<file path="src/hdl/remap_pkg.sv">
// package with register map, option bit positions, pin indices and carriers of the remap block
package remap_pkg;

   // one pin's output value and its output enable
   typedef struct packed {
      logic out;
      logic oe;
   } pin_drive_t;

   // width of the option byte and of the register bus
   localparam int OPT_W = 8;
   localparam int DATA_W = 32;
   localparam int ADDR_W = 4;

   // register byte offsets
   localparam logic [ADDR_W-1:0] OFF_OPTION = 4'h0; // pin_remap_option_byte, programs storage
   localparam logic [ADDR_W-1:0] OFF_ACTIVE = 4'h4; // routing in force since reset
   localparam logic [ADDR_W-1:0] OFF_STATUS = 4'h8; // port sharing warnings

   // option bit positions
   localparam int BIT_BEEPER = 7;     // remap_beeper_bit
   localparam int BIT_TWOWIRE = 6;    // remap_twowire_bit
   localparam int BIT_ADV_COMP = 5;   // remap_adv_timer_comp_bit
   localparam int BIT_ADV_CH4 = 4;    // remap_adv_timer_ch4_bit
   localparam int BIT_BREAK = 3;      // remap_timer_break_bit
   localparam int BIT_CLOCK_OUT = 2;  // remap_clock_out_bit
   localparam int BIT_GP_TIMER = 1;   // remap_gp_timer_ch_bit
   localparam int BIT_CONV_TRIG = 0;  // remap_conv_trigger_bit

   // status register fields
   localparam int STAT_PORT_D_SHARED = 0;
   localparam int STAT_PORT_B_SHARED = 1;

   // pin indices of the routed pins
   localparam int NUM_PINS = 12;
   localparam int PIN_D4 = 0;
   localparam int PIN_B5 = 1;
   localparam int PIN_B4 = 2;
   localparam int PIN_B3 = 3;
   localparam int PIN_B2 = 4;
   localparam int PIN_B1 = 5;
   localparam int PIN_B0 = 6;
   localparam int PIN_D_CH4 = 7;
   localparam int PIN_D0 = 8;
   localparam int PIN_A3 = 9;
   localparam int PIN_D2 = 10;
   localparam int PIN_D3 = 11;

   // reset values
   localparam logic [OPT_W-1:0] OPT_CLEAR = 8'h00;
   localparam logic [DATA_W-1:0] DATA_ZERO = 32'h0000_0000;
   localparam pin_drive_t DRIVE_IDLE = '{out: 1'b0, oe: 1'b0};

   // bus answer states, gray along idle -> ack
   typedef enum logic [1:0] {
      BUS_IDLE = 2'b00,
      BUS_ACK = 2'b01
   } bus_state_t;

endpackage

</file>
<file path="src/hdl/alternate_function_remap.sv">
// alternate-function remap: option byte register, pin routing and peripheral input selection
//
// Overview of operation
// [RL1] bit 7 puts beeper on D4
// [RL2] bit 6 puts two-wire data B5, clock B4
// [RL3] bit 5: trigger B3, complementary outputs B2-B0
// [RL4] bit 4 puts channel four on port D
// [RL5] bit 3 takes break input from D0
// [RL6] bit 2 drives clock output on D0
// [RL7] bits 2 and 3: clock output wins D0
// [RL8] bit 1: third timer A3, second D2
// [RL9] bit 0 takes converter trigger from D3
// [RL10] cleared bit keeps default pin function
// [RL11] software avoids two options on one port
// [RL12] option loaded at reset, routing then static
//
// The Avalon-MM interface to the registers and the address map were chosen for this implementation.
module alternate_function_remap #(
   parameter int OPT_W = remap_pkg::OPT_W
) (
   input wire logic mclk_i,
   input wire logic sys_rst_i,
   // option byte from nonvolatile storage
   input wire logic [OPT_W-1:0] nv_option_i,
   output logic nv_prog_o,
   output logic [OPT_W-1:0] nv_prog_data_o,
   // register bus
   input wire logic [remap_pkg::ADDR_W-1:0] avs_address_i,
   input wire logic avs_read_i,
   input wire logic avs_write_i,
   input wire logic [remap_pkg::DATA_W-1:0] avs_writedata_i,
   input wire logic [3:0] avs_byteenable_i,
   output logic [remap_pkg::DATA_W-1:0] avs_readdata_o,
   output logic avs_waitrequest_o,
   // pins
   input wire logic [remap_pkg::NUM_PINS-1:0] pin_in_i,
   input wire remap_pkg::pin_drive_t [remap_pkg::NUM_PINS-1:0] dflt_drive_i,
   output remap_pkg::pin_drive_t [remap_pkg::NUM_PINS-1:0] pin_drive_o,
   // peripheral outputs that can be remapped
   input wire logic beeper_i,
   input wire remap_pkg::pin_drive_t twowire_data_i,
   input wire remap_pkg::pin_drive_t twowire_clock_i,
   input wire logic adv_timer_comp_out_a_i,
   input wire logic adv_timer_comp_out_b_i,
   input wire logic adv_timer_comp_out_c_i,
   input wire logic adv_timer_channel_four_i,
   input wire logic configurable_clock_output_i,
   input wire logic third_timer_channel_one_i,
   input wire logic second_timer_channel_three_i,
   // peripheral inputs on their default pins
   input wire logic twowire_data_dflt_i,
   input wire logic twowire_clock_dflt_i,
   input wire logic ext_trigger_dflt_i,
   input wire logic break_dflt_i,
   input wire logic conv_trigger_dflt_i,
   // peripheral inputs after routing
   output logic twowire_data_in_o,
   output logic twowire_clock_in_o,
   output logic adv_timer_ext_trigger_o,
   output logic adv_timer_break_input_o,
   output logic converter_ext_trigger_o
);

   localparam int NP = remap_pkg::NUM_PINS;

   // the bit positions in the package assume an eight-bit option byte
   if (OPT_W != remap_pkg::OPT_W) begin : g_bad_width
      $error("option byte width must be eight bits");
   end

   //////////////////////////////////////////////////////////////////////////////////////////
   // option byte registers

   logic [OPT_W-1:0] option_q;
   logic [OPT_W-1:0] option_d;
   logic [OPT_W-1:0] active_q;
   logic [OPT_W-1:0] active_d;
   logic nv_prog_q;
   logic nv_prog_d;
   logic [1:0] shared_q;
   logic [1:0] shared_d;

   // bus decode
   remap_pkg::bus_state_t state_q;
   remap_pkg::bus_state_t state_d;
   logic wait_q;
   logic wait_d;
   logic [remap_pkg::DATA_W-1:0] rdata_q;
   logic [remap_pkg::DATA_W-1:0] rdata_d;
   logic req;
   logic accept;
   logic hit_option;
   logic hit_active;
   logic hit_status;
   logic wr_option;

   assign req = avs_read_i | avs_write_i;
   assign accept = req & (state_q == remap_pkg::BUS_ACK);
   assign hit_option = avs_address_i == remap_pkg::OFF_OPTION;
   assign hit_active = avs_address_i == remap_pkg::OFF_ACTIVE;
   assign hit_status = avs_address_i == remap_pkg::OFF_STATUS;
   assign wr_option = accept & avs_write_i & hit_option & avs_byteenable_i[0];

   // one wait cycle, then a single ack cycle
   assign state_d = (req && state_q == remap_pkg::BUS_IDLE) ? remap_pkg::BUS_ACK
                                                             : remap_pkg::BUS_IDLE;
   assign wait_d = state_d != remap_pkg::BUS_ACK;

   // read mux, unmapped offsets read zero
   assign rdata_d = (hit_option && avs_read_i) ? {{(remap_pkg::DATA_W-OPT_W){1'b0}}, option_q} :
                    (hit_active && avs_read_i) ? {{(remap_pkg::DATA_W-OPT_W){1'b0}}, active_q} :
                    (hit_status && avs_read_i) ? {{(remap_pkg::DATA_W-2){1'b0}}, shared_q} :
                    remap_pkg::DATA_ZERO;

   // a write programs storage; routing follows only after the next reset
   assign option_d = wr_option ? avs_writedata_i[OPT_W-1:0] : option_q;
   assign nv_prog_d = wr_option;
   assign active_d = sys_rst_i ? nv_option_i : active_q; // RL12

   // warn when more than one option touches the same port
   assign shared_d[remap_pkg::STAT_PORT_D_SHARED] =
      ($countones({active_q[remap_pkg::BIT_BEEPER], active_q[remap_pkg::BIT_ADV_CH4],
                   active_q[remap_pkg::BIT_BREAK], active_q[remap_pkg::BIT_CLOCK_OUT],
                   active_q[remap_pkg::BIT_GP_TIMER], active_q[remap_pkg::BIT_CONV_TRIG]}) > 1);
   assign shared_d[remap_pkg::STAT_PORT_B_SHARED] =
      active_q[remap_pkg::BIT_TWOWIRE] & active_q[remap_pkg::BIT_ADV_COMP];

   // routing copy: loaded throughout reset, frozen afterwards
   always_ff @(posedge mclk_i) begin
      active_q <= active_d; // RL12
   end

   // software-visible registers and bus answer
   always_ff @(posedge mclk_i) begin
      if (sys_rst_i) begin
         option_q <= nv_option_i;
         nv_prog_q <= 1'b0;
         shared_q <= 2'b00;
         state_q <= remap_pkg::BUS_IDLE;
         wait_q <= 1'b1;
         rdata_q <= remap_pkg::DATA_ZERO;
      end else begin
         option_q <= option_d;
         nv_prog_q <= nv_prog_d;
         shared_q <= shared_d;
         state_q <= state_d;
         wait_q <= wait_d;
         rdata_q <= rdata_d;
      end
   end

   assign avs_waitrequest_o = wait_q;
   assign avs_readdata_o = rdata_q;
   assign nv_prog_o = nv_prog_q;
   assign nv_prog_data_o = option_q;

   //////////////////////////////////////////////////////////////////////////////////////////
   // pin routing

   logic [NP-1:0] remap_sel;
   remap_pkg::pin_drive_t [NP-1:0] remap_drv;
   logic clk_on_d0;
   logic break_on_d0;

   // clock output has priority over the break input on D0
   assign clk_on_d0 = active_q[remap_pkg::BIT_CLOCK_OUT]; // RL6
   assign break_on_d0 = active_q[remap_pkg::BIT_BREAK] & ~clk_on_d0; // RL7

   // which pins leave their default function
   assign remap_sel[remap_pkg::PIN_D4] = active_q[remap_pkg::BIT_BEEPER]; // RL1
   assign remap_sel[remap_pkg::PIN_B5] = active_q[remap_pkg::BIT_TWOWIRE]; // RL2
   assign remap_sel[remap_pkg::PIN_B4] = active_q[remap_pkg::BIT_TWOWIRE]; // RL2
   assign remap_sel[remap_pkg::PIN_B3] = active_q[remap_pkg::BIT_ADV_COMP]; // RL3
   assign remap_sel[remap_pkg::PIN_B2] = active_q[remap_pkg::BIT_ADV_COMP]; // RL3
   assign remap_sel[remap_pkg::PIN_B1] = active_q[remap_pkg::BIT_ADV_COMP]; // RL3
   assign remap_sel[remap_pkg::PIN_B0] = active_q[remap_pkg::BIT_ADV_COMP]; // RL3
   assign remap_sel[remap_pkg::PIN_D_CH4] = active_q[remap_pkg::BIT_ADV_CH4]; // RL4
   assign remap_sel[remap_pkg::PIN_D0] = clk_on_d0 | break_on_d0; // RL5
   assign remap_sel[remap_pkg::PIN_A3] = active_q[remap_pkg::BIT_GP_TIMER]; // RL8
   assign remap_sel[remap_pkg::PIN_D2] = active_q[remap_pkg::BIT_GP_TIMER]; // RL8
   assign remap_sel[remap_pkg::PIN_D3] = active_q[remap_pkg::BIT_CONV_TRIG]; // RL9

   // remapped drive per pin; input-only functions release the pin
   assign remap_drv[remap_pkg::PIN_D4] = '{out: beeper_i, oe: 1'b1};
   assign remap_drv[remap_pkg::PIN_B5] = twowire_data_i;
   assign remap_drv[remap_pkg::PIN_B4] = twowire_clock_i;
   assign remap_drv[remap_pkg::PIN_B3] = remap_pkg::DRIVE_IDLE;
   assign remap_drv[remap_pkg::PIN_B2] = '{out: adv_timer_comp_out_c_i, oe: 1'b1};
   assign remap_drv[remap_pkg::PIN_B1] = '{out: adv_timer_comp_out_b_i, oe: 1'b1};
   assign remap_drv[remap_pkg::PIN_B0] = '{out: adv_timer_comp_out_a_i, oe: 1'b1};
   assign remap_drv[remap_pkg::PIN_D_CH4] = '{out: adv_timer_channel_four_i, oe: 1'b1};
   assign remap_drv[remap_pkg::PIN_D0] = clk_on_d0 ?
      '{out: configurable_clock_output_i, oe: 1'b1} : remap_pkg::DRIVE_IDLE; // RL7
   assign remap_drv[remap_pkg::PIN_A3] = '{out: third_timer_channel_one_i, oe: 1'b1};
   assign remap_drv[remap_pkg::PIN_D2] = '{out: second_timer_channel_three_i, oe: 1'b1};
   assign remap_drv[remap_pkg::PIN_D3] = remap_pkg::DRIVE_IDLE;

   // one registered selector per pin
   for (genvar p = 0; p < NP; p++) begin : g_pin
      pin_route_cell u_cell (
         .mclk_i(mclk_i),
         .sys_rst_i(sys_rst_i),
         .sel_i(remap_sel[p]),
         .remap_i(remap_drv[p]),
         .dflt_i(dflt_drive_i[p]),
         .drive_o(pin_drive_o[p])
      );
   end

   //////////////////////////////////////////////////////////////////////////////////////////
   // peripheral input selection

   logic sda_in_q;
   logic scl_in_q;
   logic ext_trig_q;
   logic break_q;
   logic conv_trig_q;

   // each input follows its remapped pin or its default source
   always_ff @(posedge mclk_i) begin
      if (sys_rst_i) begin
         sda_in_q <= 1'b0;
         scl_in_q <= 1'b0;
         ext_trig_q <= 1'b0;
         break_q <= 1'b0;
         conv_trig_q <= 1'b0;
      end else begin
         sda_in_q <= remap_sel[remap_pkg::PIN_B5] ? pin_in_i[remap_pkg::PIN_B5]
                                                  : twowire_data_dflt_i; // RL2
         scl_in_q <= remap_sel[remap_pkg::PIN_B4] ? pin_in_i[remap_pkg::PIN_B4]
                                                  : twowire_clock_dflt_i; // RL2
         ext_trig_q <= remap_sel[remap_pkg::PIN_B3] ? pin_in_i[remap_pkg::PIN_B3]
                                                    : ext_trigger_dflt_i; // RL3
         break_q <= break_on_d0 ? pin_in_i[remap_pkg::PIN_D0] : break_dflt_i; // RL5
         conv_trig_q <= remap_sel[remap_pkg::PIN_D3] ? pin_in_i[remap_pkg::PIN_D3]
                                                     : conv_trigger_dflt_i; // RL9
      end
   end

   assign twowire_data_in_o = sda_in_q;
   assign twowire_clock_in_o = scl_in_q;
   assign adv_timer_ext_trigger_o = ext_trig_q;
   assign adv_timer_break_input_o = break_q;
   assign converter_ext_trigger_o = conv_trig_q;

   //////////////////////////////////////////////////////////////////////////////////////////
   // checks

   property p_beeper;
      @(posedge mclk_i) disable iff (sys_rst_i)
      active_q[remap_pkg::BIT_BEEPER] |=>
         pin_drive_o[remap_pkg::PIN_D4] == {$past(beeper_i), 1'b1};
   endproperty
   a_beeper: assert property (p_beeper) else $error("beeper not on D4"); // RL1

   property p_twowire;
      @(posedge mclk_i) disable iff (sys_rst_i)
      active_q[remap_pkg::BIT_TWOWIRE] |=>
         pin_drive_o[remap_pkg::PIN_B5] == $past(twowire_data_i) &&
         twowire_clock_in_o == $past(pin_in_i[remap_pkg::PIN_B4]);
   endproperty
   a_twowire: assert property (p_twowire) else $error("two-wire not on B5/B4"); // RL2

   property p_adv_comp;
      @(posedge mclk_i) disable iff (sys_rst_i)
      active_q[remap_pkg::BIT_ADV_COMP] |=>
         pin_drive_o[remap_pkg::PIN_B0].out == $past(adv_timer_comp_out_a_i) &&
         pin_drive_o[remap_pkg::PIN_B2].out == $past(adv_timer_comp_out_c_i) &&
         adv_timer_ext_trigger_o == $past(pin_in_i[remap_pkg::PIN_B3]);
   endproperty
   a_adv_comp: assert property (p_adv_comp) else $error("timer set not on port B"); // RL3

   property p_ch4;
      @(posedge mclk_i) disable iff (sys_rst_i)
      active_q[remap_pkg::BIT_ADV_CH4] |=>
         pin_drive_o[remap_pkg::PIN_D_CH4].out == $past(adv_timer_channel_four_i);
   endproperty
   a_ch4: assert property (p_ch4) else $error("channel four not on port D"); // RL4

   property p_break;
      @(posedge mclk_i) disable iff (sys_rst_i)
      (active_q[remap_pkg::BIT_BREAK] && !active_q[remap_pkg::BIT_CLOCK_OUT]) |=>
         adv_timer_break_input_o == $past(pin_in_i[remap_pkg::PIN_D0]) &&
         !pin_drive_o[remap_pkg::PIN_D0].oe;
   endproperty
   a_break: assert property (p_break) else $error("break not taken from D0"); // RL5

   property p_clock_out;
      @(posedge mclk_i) disable iff (sys_rst_i)
      active_q[remap_pkg::BIT_CLOCK_OUT] |=>
         pin_drive_o[remap_pkg::PIN_D0].out == $past(configurable_clock_output_i);
   endproperty
   a_clock_out: assert property (p_clock_out) else $error("clock not on D0"); // RL6

   property p_d0_priority;
      @(posedge mclk_i) disable iff (sys_rst_i)
      (active_q[remap_pkg::BIT_CLOCK_OUT] && active_q[remap_pkg::BIT_BREAK]) |=>
         adv_timer_break_input_o == $past(break_dflt_i) && pin_drive_o[remap_pkg::PIN_D0].oe;
   endproperty
   a_d0_priority: assert property (p_d0_priority) else $error("D0 priority wrong"); // RL7

   property p_gp_timer;
      @(posedge mclk_i) disable iff (sys_rst_i)
      active_q[remap_pkg::BIT_GP_TIMER] |=>
         pin_drive_o[remap_pkg::PIN_A3].out == $past(third_timer_channel_one_i) &&
         pin_drive_o[remap_pkg::PIN_D2].out == $past(second_timer_channel_three_i);
   endproperty
   a_gp_timer: assert property (p_gp_timer) else $error("timer channels not on A3/D2"); // RL8

   property p_conv;
      @(posedge mclk_i) disable iff (sys_rst_i)
      active_q[remap_pkg::BIT_CONV_TRIG] |=>
         converter_ext_trigger_o == $past(pin_in_i[remap_pkg::PIN_D3]);
   endproperty
   a_conv: assert property (p_conv) else $error("trigger not taken from D3"); // RL9

   property p_default;
      @(posedge mclk_i) disable iff (sys_rst_i)
      (!active_q[remap_pkg::BIT_BEEPER] && !active_q[remap_pkg::BIT_CONV_TRIG]) |=>
         pin_drive_o[remap_pkg::PIN_D4] == $past(dflt_drive_i[remap_pkg::PIN_D4]) &&
         converter_ext_trigger_o == $past(conv_trigger_dflt_i);
   endproperty
   a_default: assert property (p_default) else $error("default function lost"); // RL10

   property p_static;
      @(posedge mclk_i) disable iff (sys_rst_i)
      !$past(sys_rst_i) |-> $stable(active_q) ##1 $stable(active_q);
   endproperty
   a_static: assert property (p_static) else $error("routing changed after reset"); // RL12

   property p_bus_ack;
      @(posedge mclk_i) disable iff (sys_rst_i)
      (req && avs_waitrequest_o) |=> !avs_waitrequest_o ##1 avs_waitrequest_o;
   endproperty
   a_bus_ack: assert property (p_bus_ack) else $error("bus answer not one cycle");

endmodule

</file>
<file path="src/hdl/pin_route_cell.sv">
// one pin of the remap block: picks remapped or default drive and registers it
module pin_route_cell (
   input wire logic mclk_i,
   input wire logic sys_rst_i,
   input wire logic sel_i,
   input wire remap_pkg::pin_drive_t remap_i,
   input wire remap_pkg::pin_drive_t dflt_i,
   output remap_pkg::pin_drive_t drive_o
);

   remap_pkg::pin_drive_t drive_d;
   remap_pkg::pin_drive_t drive_q;

   // a cleared option leaves the default function on the pin
   assign drive_d = sel_i ? remap_i : dflt_i; // RL10
   assign drive_o = drive_q;

   // pin register, released while in reset
   always_ff @(posedge mclk_i) begin
      if (sys_rst_i) begin
         drive_q <= remap_pkg::DRIVE_IDLE;
      end else begin
         drive_q <= drive_d;
      end
   end

endmodule

</file>
<file path="config.mk">
export PLATFORM = sky130hd
export DESIGN_NAME = alternate_function_remap
export DESIGN_NICKNAME = d
export VERILOG_FILES = /design/src/hdl/remap_pkg.sv /design/src/hdl/alternate_function_remap.sv /design/src/hdl/pin_route_cell.sv
export SDC_FILE = /design/constraint.sdc
export NUM_CORES = 1
export LEC_CHECK = 0
export ABC_CLOCK_PERIOD_IN_PS = 4500
export CAP_MARGIN = 20
export CORE_MARGIN = 2
export CORE_UTILIZATION = 50
export CTS_CLUSTER_DIAMETER = 50
export DETAILED_ROUTE_END_ITERATION = 7
export DONT_BUFFER_PORTS = 1
export SLEW_MARGIN = 15
export SYNTH_ARGS = -nofsm -noshare
export SYNTH_HDL_FRONTEND = slang
export SYNTH_SLANG_ARGS = --single-unit
</file>
<file path="constraint.sdc">
create_clock -name mclk_i -period 4.5 [get_ports mclk_i]
set_input_delay 0.9 -clock mclk_i [delete_from_list [all_inputs] [get_ports mclk_i]]
set_output_delay 0.9 -clock mclk_i [all_outputs]
set_load 0.03 [all_outputs]
</file>
# Yosys cells after proc, flatten, opt, wreduce, memory -nomap -nowiden
# Cells that the tools add are included.
# op_classes
div	0
addsub	5
mul	0
n_mux	22
order_cmp	1
n_bitwise	9
shifts	0
eq_ne	4
reduce_logical	10
# ops
cell	count
$mux W8	4
$mux W2	12
$add A1 B1 Y2	3
$and A1 B1 Y1	6
$mux W1	6
$add A3 B2 Y4	1
$eq A4 B3 Y1 const B	1
$eq A4 B4 Y1 const B	1
$gt A4 B1 Y1 const B	1
$logic_and A1 B1 Y1	4
$logic_not A4 Y1	1
$reduce_or A2 Y1	2
$add A2 B2 Y3	1
$reduce_or A3 Y1	1
$eq A2 B1 Y1 const B	1
$logic_not A2 Y1	1
$or A1 B1 Y1	2
$reduce_bool A2 Y1	1
$ne A1 B1 Y1 const B	1
$not A1 Y1	1
# word_totals
reg_bits	83
input_bits	105
memories	0
output_inout_bits	71
elab_cells	88
mem_bits_rw	0
latchBits	0
romBits	0

# Logic depth before layout (Yosys ltp)
# Gate-level depths: netlist of run 1.
# logic_depth
ltp_word	7
depth_mapped	7
depth_no_buf	7

# Cells and area by module
# From an unflattened synthesis of run 1, not the netlist that was laid out.
# hier_totals
cells_unflattened	199
area_unflattened_um2	2343.5
# modules_own_cells
module	area_per_inst_um2	instances	seq_area_each_um2	cells_per_inst
alternate_function_remap	1532.7	1	840.8	127
pin_route_cell	67.6	12	40.0	6

# Worst setup path after synthesis of run 1
# OpenSTA, ideal clock, no wires.
# synth_path
path_type	register to register
from	register active_q[1]
to	register shared_q[0]
synth_period_minus_slack_ps	2269
arrival_ps	2142
n_path_buf	0
slack_ps	2231
stages_incl_launch_ff	8
required_time_ps	4372
setup_time_ps	128
path_cell_list	edfxtp_1 fa_1 inv_1 fa_1 nor2b_1 fa_1 nor2_1 nor2_1
# synth_between
elab_chain_len	4
# synth_lines
element	line	text
start, declared	alternate_function_remap.sv:76	logic [OPT_W-1:0] active_q;
start signal, assigned	alternate_function_remap.sv:130	active_q <= active_d;
$add A1 B1 Y2 (not written as such)	alternate_function_remap.sv:122	($countones({active_q[remap_pkg::BIT_BEEPER], active_q[remap_pkg::BIT_ADV_CH4],
$add A2 B2 Y3 (not written as such)	alternate_function_remap.sv:122	
$add A3 B2 Y4 (not written as such)	alternate_function_remap.sv:122	
$gt A4 B1 Y1	alternate_function_remap.sv:124	active_q[remap_pkg::BIT_GP_TIMER], active_q[remap_pkg::BIT_CONV_TRIG]}) > 1);
end signal, assigned	alternate_function_remap.sv:145	shared_q <= shared_d;
end, declared	alternate_function_remap.sv:80	logic [1:0] shared_q;
# Every way passes these cells.
# A chain may end at the register's enable or synchronous reset.

# Worst setup path after layout of run 1
# Same ends and word-level chain as after synthesis.

==> metrics.md, run 1 <==
| Metric | Value |
|---|---|
| Status | `complete, no violations` |
| CTS tree | `done` |
| Post-synth EDFFs | `16` |
| First-pass detailed-route iteration total | `5` |
| PostCTS Resize Cnt | `0` |
| Distinct cells, synth | `25` |
| Maximum clock insertion buffer count | `2` |
| Final WL | `4.10 mm` |
| Largest net degree at the start of global routing | `52` |
| Max cap viols | `0` |
| Hold Crit Class | `reg -> reg` |
| Critical Path AT | `2.60 ns` |
| Layout cells sized above 1 | `0.122` |
| Crit end category | `register` |
| Crit Path Max Fanout | `6` |
| Final Max Tran Viols | `0` |
| Setup crit start kind | `register` |
| First-pass GRT wire length | `5.85 mm` |
| Mapped cell area | `0.00227 mm2` |
| CTS root buffer | `clkbuf_8` |
| CTS buffer count | `9` |
| Final Core Density | `0.546` |
| Post-DR vias/cell | `5.11` |
| Final HPWL DP | `3.02 mm` |
| Number of global-route vias before repair | `~1,200` |
| Boundary pin count | `176` |
| Via count | `1,312` |
| Sequential share of the synthesized area | `0.581` |
| WHS | `0.452 ns` |
| DIE WIDTH | `71.5 um` |
| Avg WL per Cell | `16.0 um` |
| RSZ-0062 raised after global routing | `false` |
| Seq cells post-synth | `58` |
| Max H-tree Level | `3` |
| DRC | `0` |
| Initial antenna violation count | `0` |
| Power Density | `487 mW/mm2` |
| CTS Hold Bufs | `0` |
| Final ANT Viol Nets | `0` |
| GRT overflow | `0` |
| Commonest non-fill, non-tap cell in the layout | `nor2_1` |
| Fin crit share | `0.527` |
| Minimum clock period | `2.37 ns` |
| Die area | `0.00511 mm2` |
| Drt first-iter violations | `47` |
| Most frequent cells in the layout | `nor2_1 (44), dfxtp_1 (42), conb_1 (24), mux2i_1 (21), edfxtp_1 (16)` |
| Setup Viol. Count Final | `0` |
| Die Span Y | `slightly above 70 um` |
| Rows | `24` |
| CP required | `4.73 ns` |
| CORE AREA | `0.00435 mm2` |
| Setup TNS | `0 ns` |
| Final net count | `roughly 310` |
| Ant diodes | `0` |
| Worst-Skew Late Latency | `0.33 ns` |
| Sink Count | `58` |
| Setup Skew | `roughly 0.008 ns` |
| P_leak | `0.00101 uW` |
| Warnings from Yosys | `0` |
| Placer Congestion | `~0.68` |
| Setup Buffers After CTS | `0` |
| Fmax | `421 MHz` |
| Post-Synthesis Cells | `199` |
| Fin. Hold Viols | `0` |
| Buffers on Ports | `0` |
| GRT Overall Usage | `0.160` |
| Fill cells | `a little under 400` |
| Syn-to-layout area delta | `4.51%` |
| Average size of a mapped cell | `11.4 um2` |
| Initial Util | `0.522` |
| Worst vdd ir | `0.224 mV` |
| Reg clk slew, reported paths | `0.07 ns` |
| Predominant post-synthesis flop cell | `dfxtp_1` |
| Async SR Flop Fraction | `0` |
| Crit Path Class | `reg -> reg` |
-- stage by stage --
step	area, um2	power [uW]	worst slack, ns	cells
after detailed placement	2200	746	2.12	241
after CTS	2380	1170	2.09	257
after global placement	2200	744	2.12	241
after global routing	2380	1210	2.00	257
after floorplan	2360	754	2.23	222
final	2380	1160	2.13	257
-- synth_stat cells, types with 3 or more instances --
cell type  instances  area (um2)
a211oi_1           4        30.0
buf_4             24         180
clkbuf_1           6        22.5
dfxtp_1           42         841
edfxtp_1          16         480
fa_1               3        60.1
inv_1              6        22.5
mux2_2             8        90.1
mux2i_1           21         210
nand2b_1           3        18.8
nor2_1            44         165
nor2b_1            3        18.8
nor3b_1            5        37.5
-- flip-flops by register name (all words and copies together), names as in the netlist --
signal,cells
active_q,8
adv_timer_break_input_o,1
adv_timer_ext_trigger_o,1
avs_readdata_o,8
avs_waitrequest_o,1
converter_ext_trigger_o,1
g_pin.u_cell.drive_o,24
nv_prog_data_o,8
nv_prog_o,1
shared_q,2
state_q,1
twowire_clock_in_o,1
twowire_data_in_o,1
-- path summary, 6_finish.rpt --
kind	endpoint	depth (start not counted)	startpoint	slack, ns
setup / recovery	shared_q[0]$_SDFF_PP0_	7	active_q[1]$_DFFE_PP_	2.13
hold / removal	avs_readdata_o[0]$_SDFF_PP0_	2	shared_q[0]$_SDFF_PP0_	0.45
setup reg to reg	shared_q[0]$_SDFF_PP0_	7	active_q[1]$_DFFE_PP_	2.13
hold reg to reg	avs_readdata_o[0]$_SDFF_PP0_	2	shared_q[0]$_SDFF_PP0_	0.45
-- layout make-up --
cell class	count	area, um2	share of cell area
clock inverter	5	28.8	0.0121
multi-input combinational	125	788	0.332
inverter	6	22.5	0.00947
tap	52	65.1	0.0274
clock buffer	11	151	0.0637
sequential	58	1320	0.556
-- worst max-delay path: stages, from the launching register on --
cell and delay, ns:
edfxtp_1 0.52, fa_1 0.55, inv_1 0.05, fa_1 0.43, nor2b_1 0.15, fa_1 0.43
nor2_1 0.11, nor2_1 0.05
-- kinds of logic after synthesis --
family                     count (synthesis)  share of synthesized area
AOI/OAI and AO/OA                          9                     0.0264
DFF                                       58                      0.581
adders and majority gates                  3                     0.0264
buffers and inverters                     39                      0.111
other                                      1                    0.00165
and+or+nand+nor                           60                      0.122
muxes                                     29                      0.132
-- per-layer routing --
metal / global-route usage / up-vias / wire length [um] / part of all wire
met3: 0.0703 / 14 / 468 / 0.11
met1: 0.176 / 595 / 1510 / 0.37
li1: - / 613 / - / -
met5: 0 / - / 0 / 0
met2: 0.248 / 90 / 2010 / 0.49
met4: 0.109 / 0 / 119 / 0.029
-- report_power, final --
group	internal [uW]	switching, uW
combinational	35.1	51.7
sequential	574	72.7
clock	226	197
Power figures use the tool's default switching activity.
==> inputs of run 2 (changes only) <==
Settings changed: ABC_CLOCK_PERIOD_IN_PS 4500 to 2500.
Clock period 4.5 ns to 2.5 ns, I/O delays scaled along.
==> run 2 against run 1 <==
Net effect:
- setup slack got worse by 2.0 ns
- utilization is 0.89 points higher
- critical path depth unchanged
- clock skew up 0.0020 ns
- maximum frequency rose by 1.3%
- sequential share of layout area is 0.89 points lower
- die area unchanged
- final cell count up 0.78%
- register-to-register slack got worse by 2.0 ns
==> metrics.md, run 2 (same netlist as run 1, synthesis figures left out) <==
| Metric | Value |
|---|---|
| Most frequent cells in the layout | `nor2_1 (44), dfxtp_1 (42), conb_1 (24), mux2i_1 (21), edfxtp_1 (16)` |
| Hold Crit Class | `in -> reg` |
| CTS root buffer | `clkbuf_8` |
| Final ANT Viol Nets | `0` |
| Setup Buffers After CTS | `0` |
| P_leak | `0.00103 uW` |
| Number of global-route vias before repair | `1,306` |
| Final Core Density | `0.555` |
| Via count | `around 1,300` |
| Fin. Hold Viols | `0` |
| DRC | `0` |
| Buffers on Ports | `0` |
| Setup Skew | `between 0.01 and 0.015 ns` |
| Reg clk slew, reported paths | `0.07 ns` |
| GRT overflow | `0` |
| Ant diodes | `0` |
| Rows | `24` |
| Status | `complete, no violations` |
| CORE AREA | `about 0.0044 mm2` |
| Commonest non-fill, non-tap cell in the layout | `nor2_1` |
| Largest net degree at the start of global routing | `52` |
| Boundary pin count | `176` |
| Die Span Y | `71.5 um` |
| Drt first-iter violations | `39` |
| Max cap viols | `0` |
| Setup crit start kind | `register` |
| CTS tree | `done` |
| Die area | `0.00511 mm2` |
| Sink Count | `58` |
| Crit end category | `register` |
| Max H-tree Level | `3` |
| Final Max Tran Viols | `0` |
| Setup TNS | `0 ns` |
| CP required | `2.72 ns` |
| Worst vdd ir | `roughly 0.42 mV` |
| Final WL | `4.12 mm` |
| Fmax | `427 MHz` |
| Final HPWL DP | `3.07 mm` |
| First-pass detailed-route iteration total | `3` |
| Initial Util | `0.522` |
| Fin crit share | `0.937` |
| Setup Viol. Count Final | `0` |
| PostCTS Resize Cnt | `0` |
| First-pass GRT wire length | `between 6 and 7 mm` |
| Critical Path AT | `2.56 ns` |
| RSZ-0062 raised after global routing | `false` |
| Crit Path Class | `reg -> reg` |
| GRT Overall Usage | `0.163` |
| Power Density | `a little over 900 mW/mm2` |
| Layout cells sized above 1 | `0.126` |
| Initial antenna violation count | `0` |
| Maximum clock insertion buffer count | `2` |
| Syn-to-layout area delta | `6.22%` |
| Placer Congestion | `0.677` |
| Worst Hold End | `nv_prog_o$_SDFF_PP0_` |
| WHS Path Cells | `1` |
| Critical R2R Launch | `active_q[3]$_DFFE_PP_` |
| DIE WIDTH | `71.5 um` |
| Post-DR vias/cell | `~5` |
| Worst-Skew Late Latency | `0.32 ns` |
| Minimum clock period | `2.34 ns` |
| Crit Path Max Fanout | `5` |
| Avg WL per Cell | `15.9 um` |
| Worst hold start | `sys_rst_i` |
| Worst r2r path cells | `7` |
| CTS Hold Bufs | `0` |
| CTS buffer count | `9` |
| Max reg flops | `24` |
| Reg2reg end | `shared_q[0]$_SDFF_PP0_` |
| Final net count | `310` |
| R2R Setup Slk | `approximately 0.16 ns` |
## run 2: worst max-delay path by stage
stage / startpoint / end / cells after the start
6_report: active_q[3]$_DFFE_PP_ / shared_q[0]$_SDFF_PP0_ / 7
5_1_grt: active_q[3]$_DFFE_PP_ / shared_q[0]$_SDFF_PP0_ / 7
4_1_cts: active_q[3]$_DFFE_PP_ / shared_q[0]$_SDFF_PP0_ / 7
3_5_place_dp: active_q[3]$_DFFE_PP_ / shared_q[0]$_SDFF_PP0_ / 7
3_3_place_gp: active_q[3]$_DFFE_PP_ / shared_q[0]$_SDFF_PP0_ / 7
2_1_floorplan: active_q[1]$_DFFE_PP_ / shared_q[0]$_SDFF_PP0_ / 7
## run 2: report_power, final
| group | internal (uW) | leakage [uW] | switching [uW] | total, uW |
|---|---|---|---|---|
| clock | 514 | 0.000103 | 349 | 863 |
| sequential | 1030 | 0.000504 | 128 | 1160 |
| combinational | 66.5 | 0.000419 | 97.7 | 164 |
## run 2: through the flow
stage / power, uW / hold slack (ns) / area (um2) / instances / setup WS [ns]
2_1_floorplan: 1360 / 0.437 / 2360 / 222 / 0.231
3_3_place_gp: 1340 / 0.454 / 2210 / 243 / 0.145
3_5_place_dp: 1350 / 0.457 / 2210 / 243 / 0.161
4_1_cts: 2210 / 0.221 / 2420 / 259 / 0.139
5_1_grt: 2280 / 0.218 / 2420 / 259 / 0.0111
6_report: 2190 / 0.239 / 2420 / 259 / 0.158
## run 2: cell type report
type                            instances  area, um2
Clock buffer                           12        155
Clock inverter                          4       48.8
Fill cell                             377       1940
Inverter                                6       22.5
Multi-Input combinational cell        125        788
Sequential cell                        58       1320
Tap cell                               52       65.1
Timing Repair Buffer                    2       15.0
## run 2: worst max-delay path, stage by stage, from the launching register on
cell,delay [ns]
edfxtp_1,0.47
fa_1,0.56
inv_1,0.05
fa_1,0.42
nor2b_1,0.15
fa_1,0.43
nor2_1,0.11
nor2_1,0.05
## run 2: per-layer routing
layer | track usage | part of all wire | vias to the layer above
li1 | - | - | 614
met1 | 0.170 | 0.37 | 583
met2 | 0.270 | 0.50 | 90
met3 | 0.0703 | 0.11 | 9
met4 | 0.103 | 0.018 | 0
met5 | 0 | 0 | -
==> inputs of run 3 (changes only) <==
Settings changed: ABC_AREA set to 1.
==> run 3 against run 2 <==
Net effect:
- non-clock buffer count up 3
- die area increased by 2.0%
- via count increased by 23%
- clock power rose by 6.0%
- synthesized cell count rose by 27%
- sequential share of layout area down 2.0 points
- worst hold slack hardly changed
- final cell count rose by 22%
- largest power group unchanged
- highest routed layer unchanged
==> metrics.md, run 3 <==
| Metric | Value |
|---|---|
| PostCTS Resize Cnt | `0` |
| Avg WL per Cell | `14.9 um` |
| Maximum clock insertion buffer count | `2` |
| Placer Congestion | `0.689` |
| Max H-tree Level | `3` |
| Worst Hold End | `avs_readdata_o[3]$_SDFF_PP0_` |
| Rows | `24` |
| Final Max Tran Viols | `0` |
| Post-synth EDFFs | `16` |
| CORE AREA | `0.00441 mm2` |
| Layout cells sized above 1 | `0.0947` |
| Async SR Flop Fraction | `0` |
| Crit end category | `register` |
| Worst path bufs/invs | `1` |
| Top post-synthesis cells by area | `dfxtp_1 (36%), edfxtp_1 (21%), nor2_1 (8.6%), buf_4 (8.1%), nand2_1 (4.5%)` |
| Worst hold start | `sys_rst_i` |
| Worst vdd ir | `0.420 mV` |
| Power Density | `900 mW/mm2` |
| Critical R2R Launch | `active_q[3]$_DFFE_PP_` |
| Minimum clock period | `2.35 ns` |
| Seq cells post-synth | `58` |
| Final ANT Viol Nets | `0` |
| Setup TNS | `0 ns` |
| DRC | `0` |
| Hold Crit Class | `in -> reg` |
| CTS Hold Bufs | `0` |
| Fmax | `425 MHz` |
| GRT overflow | `0` |
| Most Crowded Layer GR | `met2` |
| Yosys top cell area share | `0.362` |
| Commonest non-fill, non-tap cell in the layout | `nor2_1` |
| Most frequent cells in the layout | `nor2_1 (53), dfxtp_1 (42), nand2_1 (28), conb_1 (24)` |
| Largest net degree at the start of global routing | `40` |
| Cell family with most CP delay | `adder cells` |
| CTS root buffer | `clkbuf_8` |
| WHS Path Cells | `1` |
| Max cap viols | `0` |
| Post-Synthesis Cells | `252` |
| Worst-Skew Late Latency | `approximately 0.33 ns` |
| Setup Viol. Count Final | `0` |
| CP Launch Point | `active_q[3]$_DFFE_PP_` |
| Initial antenna violation count | `0` |
| Final net count | `367` |
| Setup Buffers After CTS | `0` |
| Status | `complete, no violations` |
| Syn-to-layout area delta | `7.86%` |
| Met3 usage | `0.0847` |
| GRT Overall Usage | `0.192` |
| Number of global-route vias before repair | `1,457` |
| Fin. Hold Viols | `0` |
| R2R Setup Slk | `0.15 ns` |
| Crit Path Class | `reg -> reg` |
| GRT met2 Usage | `0.276` |
| RSZ-0062 raised after global routing | `false` |
| Sequential share of the synthesized area | `0.569` |
| Die Span Y | `72.2 um` |
| Critical Path AT | `2.58 ns` |
| Setup Skew | `0.00480 ns` |
| Ant diodes | `0` |
| Boundary pin count | `176` |
| Top-count cell post-synth | `nor2_1` |
| Reg clk slew, reported paths | `~0.060 ns` |
| Die area | `~0.0052 mm2` |
| Synth area leader | `dfxtp_1` |
| CTS buffer count | `9` |
| Buffers on Ports | `0` |
| Via count | `1,588` |
| Final HPWL DP | `3.29 mm` |
| Drt first-iter violations | `55` |
| Crit Path Max Fanout | `3` |
| Setup crit start kind | `register` |
| Final Cell Area | `around 0.0025 mm2` |
| Predominant post-synthesis flop cell | `dfxtp_1` |
| Sink Count | `58` |
| Met1 usage | `0.243` |
| Worst r2r path cells | `7` |
| Initial Util | `0.526` |
| CP required | `2.73 ns` |
| Cells along the critical path | `fa_1, inv_1, fa_1, nor2_1, fa_1, nor2_1, nor2_1` |
| Post-DR vias/cell | `5.03` |
| Distinct cells, synth | `27` |
| Final WL | `4.71 mm` |
| Mapped cell area | `roughly 0.0023 mm2` |
| Fill cells | `approximately 400` |
| First-pass GRT wire length | `7.35 mm` |
| Fin crit share | `0.942` |
| Slowest-stage cell, CP | `fa_1` |
| Reg area | `approximately 0.0013 mm2` |
| CP peak stage delay | `0.56 ns` |
| DIE WIDTH | `72.2 um` |
| Max reg flops | `24` |
| Multi-input gate area in the final layout | `795 um2` |
| Reg2reg end | `shared_q[0]$_SDFF_PP0_` |
| First-pass detailed-route iteration total | `4` |
| Area after DPL | `0.00229 mm2` |
| Synth cell count leaders | `nor2_1 (53), dfxtp_1 (42), nand2_1 (28)` |
| Average size of a mapped cell | `9.22 um2` |
| P_leak | `0.00108 uW` |
| Warnings from Yosys | `0` |
| CTS tree | `done` |
-- run 3: changes by cell type after synthesis, moves of 4 or more --
| cell | before | now |
|---|---|---|
| mux2_2 | 8 | 0 |
| nand2_1 | 1 | 28 |
| nand4_1 | 1 | 8 |
| o21ai_0 | 1 | 17 |
| nand3_1 | 0 | 9 |
| a21oi_1 | 2 | 9 |
| a211oi_1 | 4 | 0 |
| mux2i_1 | 21 | 0 |
| inv_1 | 6 | 17 |
| nor2_1 | 44 | 53 |
-- run 3: logic make-up after synthesis --
group,after synthesis,share of synthesized area
buf+inv,51,0.127
compound gates,29,0.0646
other cells,1,0.00161
simple gates,110,0.213
flops,58,0.569
fa+ha+maj,3,0.0258
-- run 3: through the flow --
stage	cells	hold slack, ns	worst slack (ns)	util	total power, uW
final	316	0.239	0.146	0.568	2250
after global routing	316	0.213	0.0485	0.568	2360
after detailed placement	300	0.432	0.157	0.519	1360
after CTS	316	0.216	0.132	0.568	2270
after floorplan	275	0.411	0.265	-	1360
after global placement	300	0.424	0.150	0.519	1360
-- run 3: final cells by class --
type	count	share of cell area
inverters	19	0.0285
clock inverters	1	0.0120
well taps	52	0.0260
clock buffers	15	0.0744
flip-flops and latches	58	0.527
multi-input cells	166	0.317
repair buffers	5	0.0150
-- run 3: worst max path at each step --
stage                             end  slack (ns)  cells past startpoint
5_1_grt        shared_q[0]$_SDFF_PP0_        0.05                      7
3_5_place_dp   shared_q[0]$_SDFF_PP0_        0.16                      7
3_3_place_gp   shared_q[0]$_SDFF_PP0_        0.15                      7
2_1_floorplan  shared_q[0]$_SDFF_PP0_        0.27                      7
4_1_cts        shared_q[0]$_SDFF_PP0_        0.13                      7
6_report       shared_q[0]$_SDFF_PP0_        0.15                      7
-- run 3: routing by layer --
layer | routed length [um] | up-vias
met3 | 550 | 6
li1 | - | 781
met2 | 2170 | 89
met4 | 41 | 0
met1 | 1940 | 712
met5 | 0 | -
-- run 3: power breakdown --
part	total, uW	internal (uW)	switching, uW
Clock	915	570	345
Sequential	1170	1040	130
Combinational	174	50.9	123
Total	2250	1660	598
-- run 3: worst reg2reg max path: cells and delay by family, from the launching register on --
| family | cells | cell delay, ns |
|---|---|---|
| flip-flops | 1 | 0.47 |
| buffers and inverters | 1 | 0.05 |
| adder cells (fa/ha/maj) | 3 | 1.41 |
| AND/OR/NAND/NOR | 3 | 0.32 |
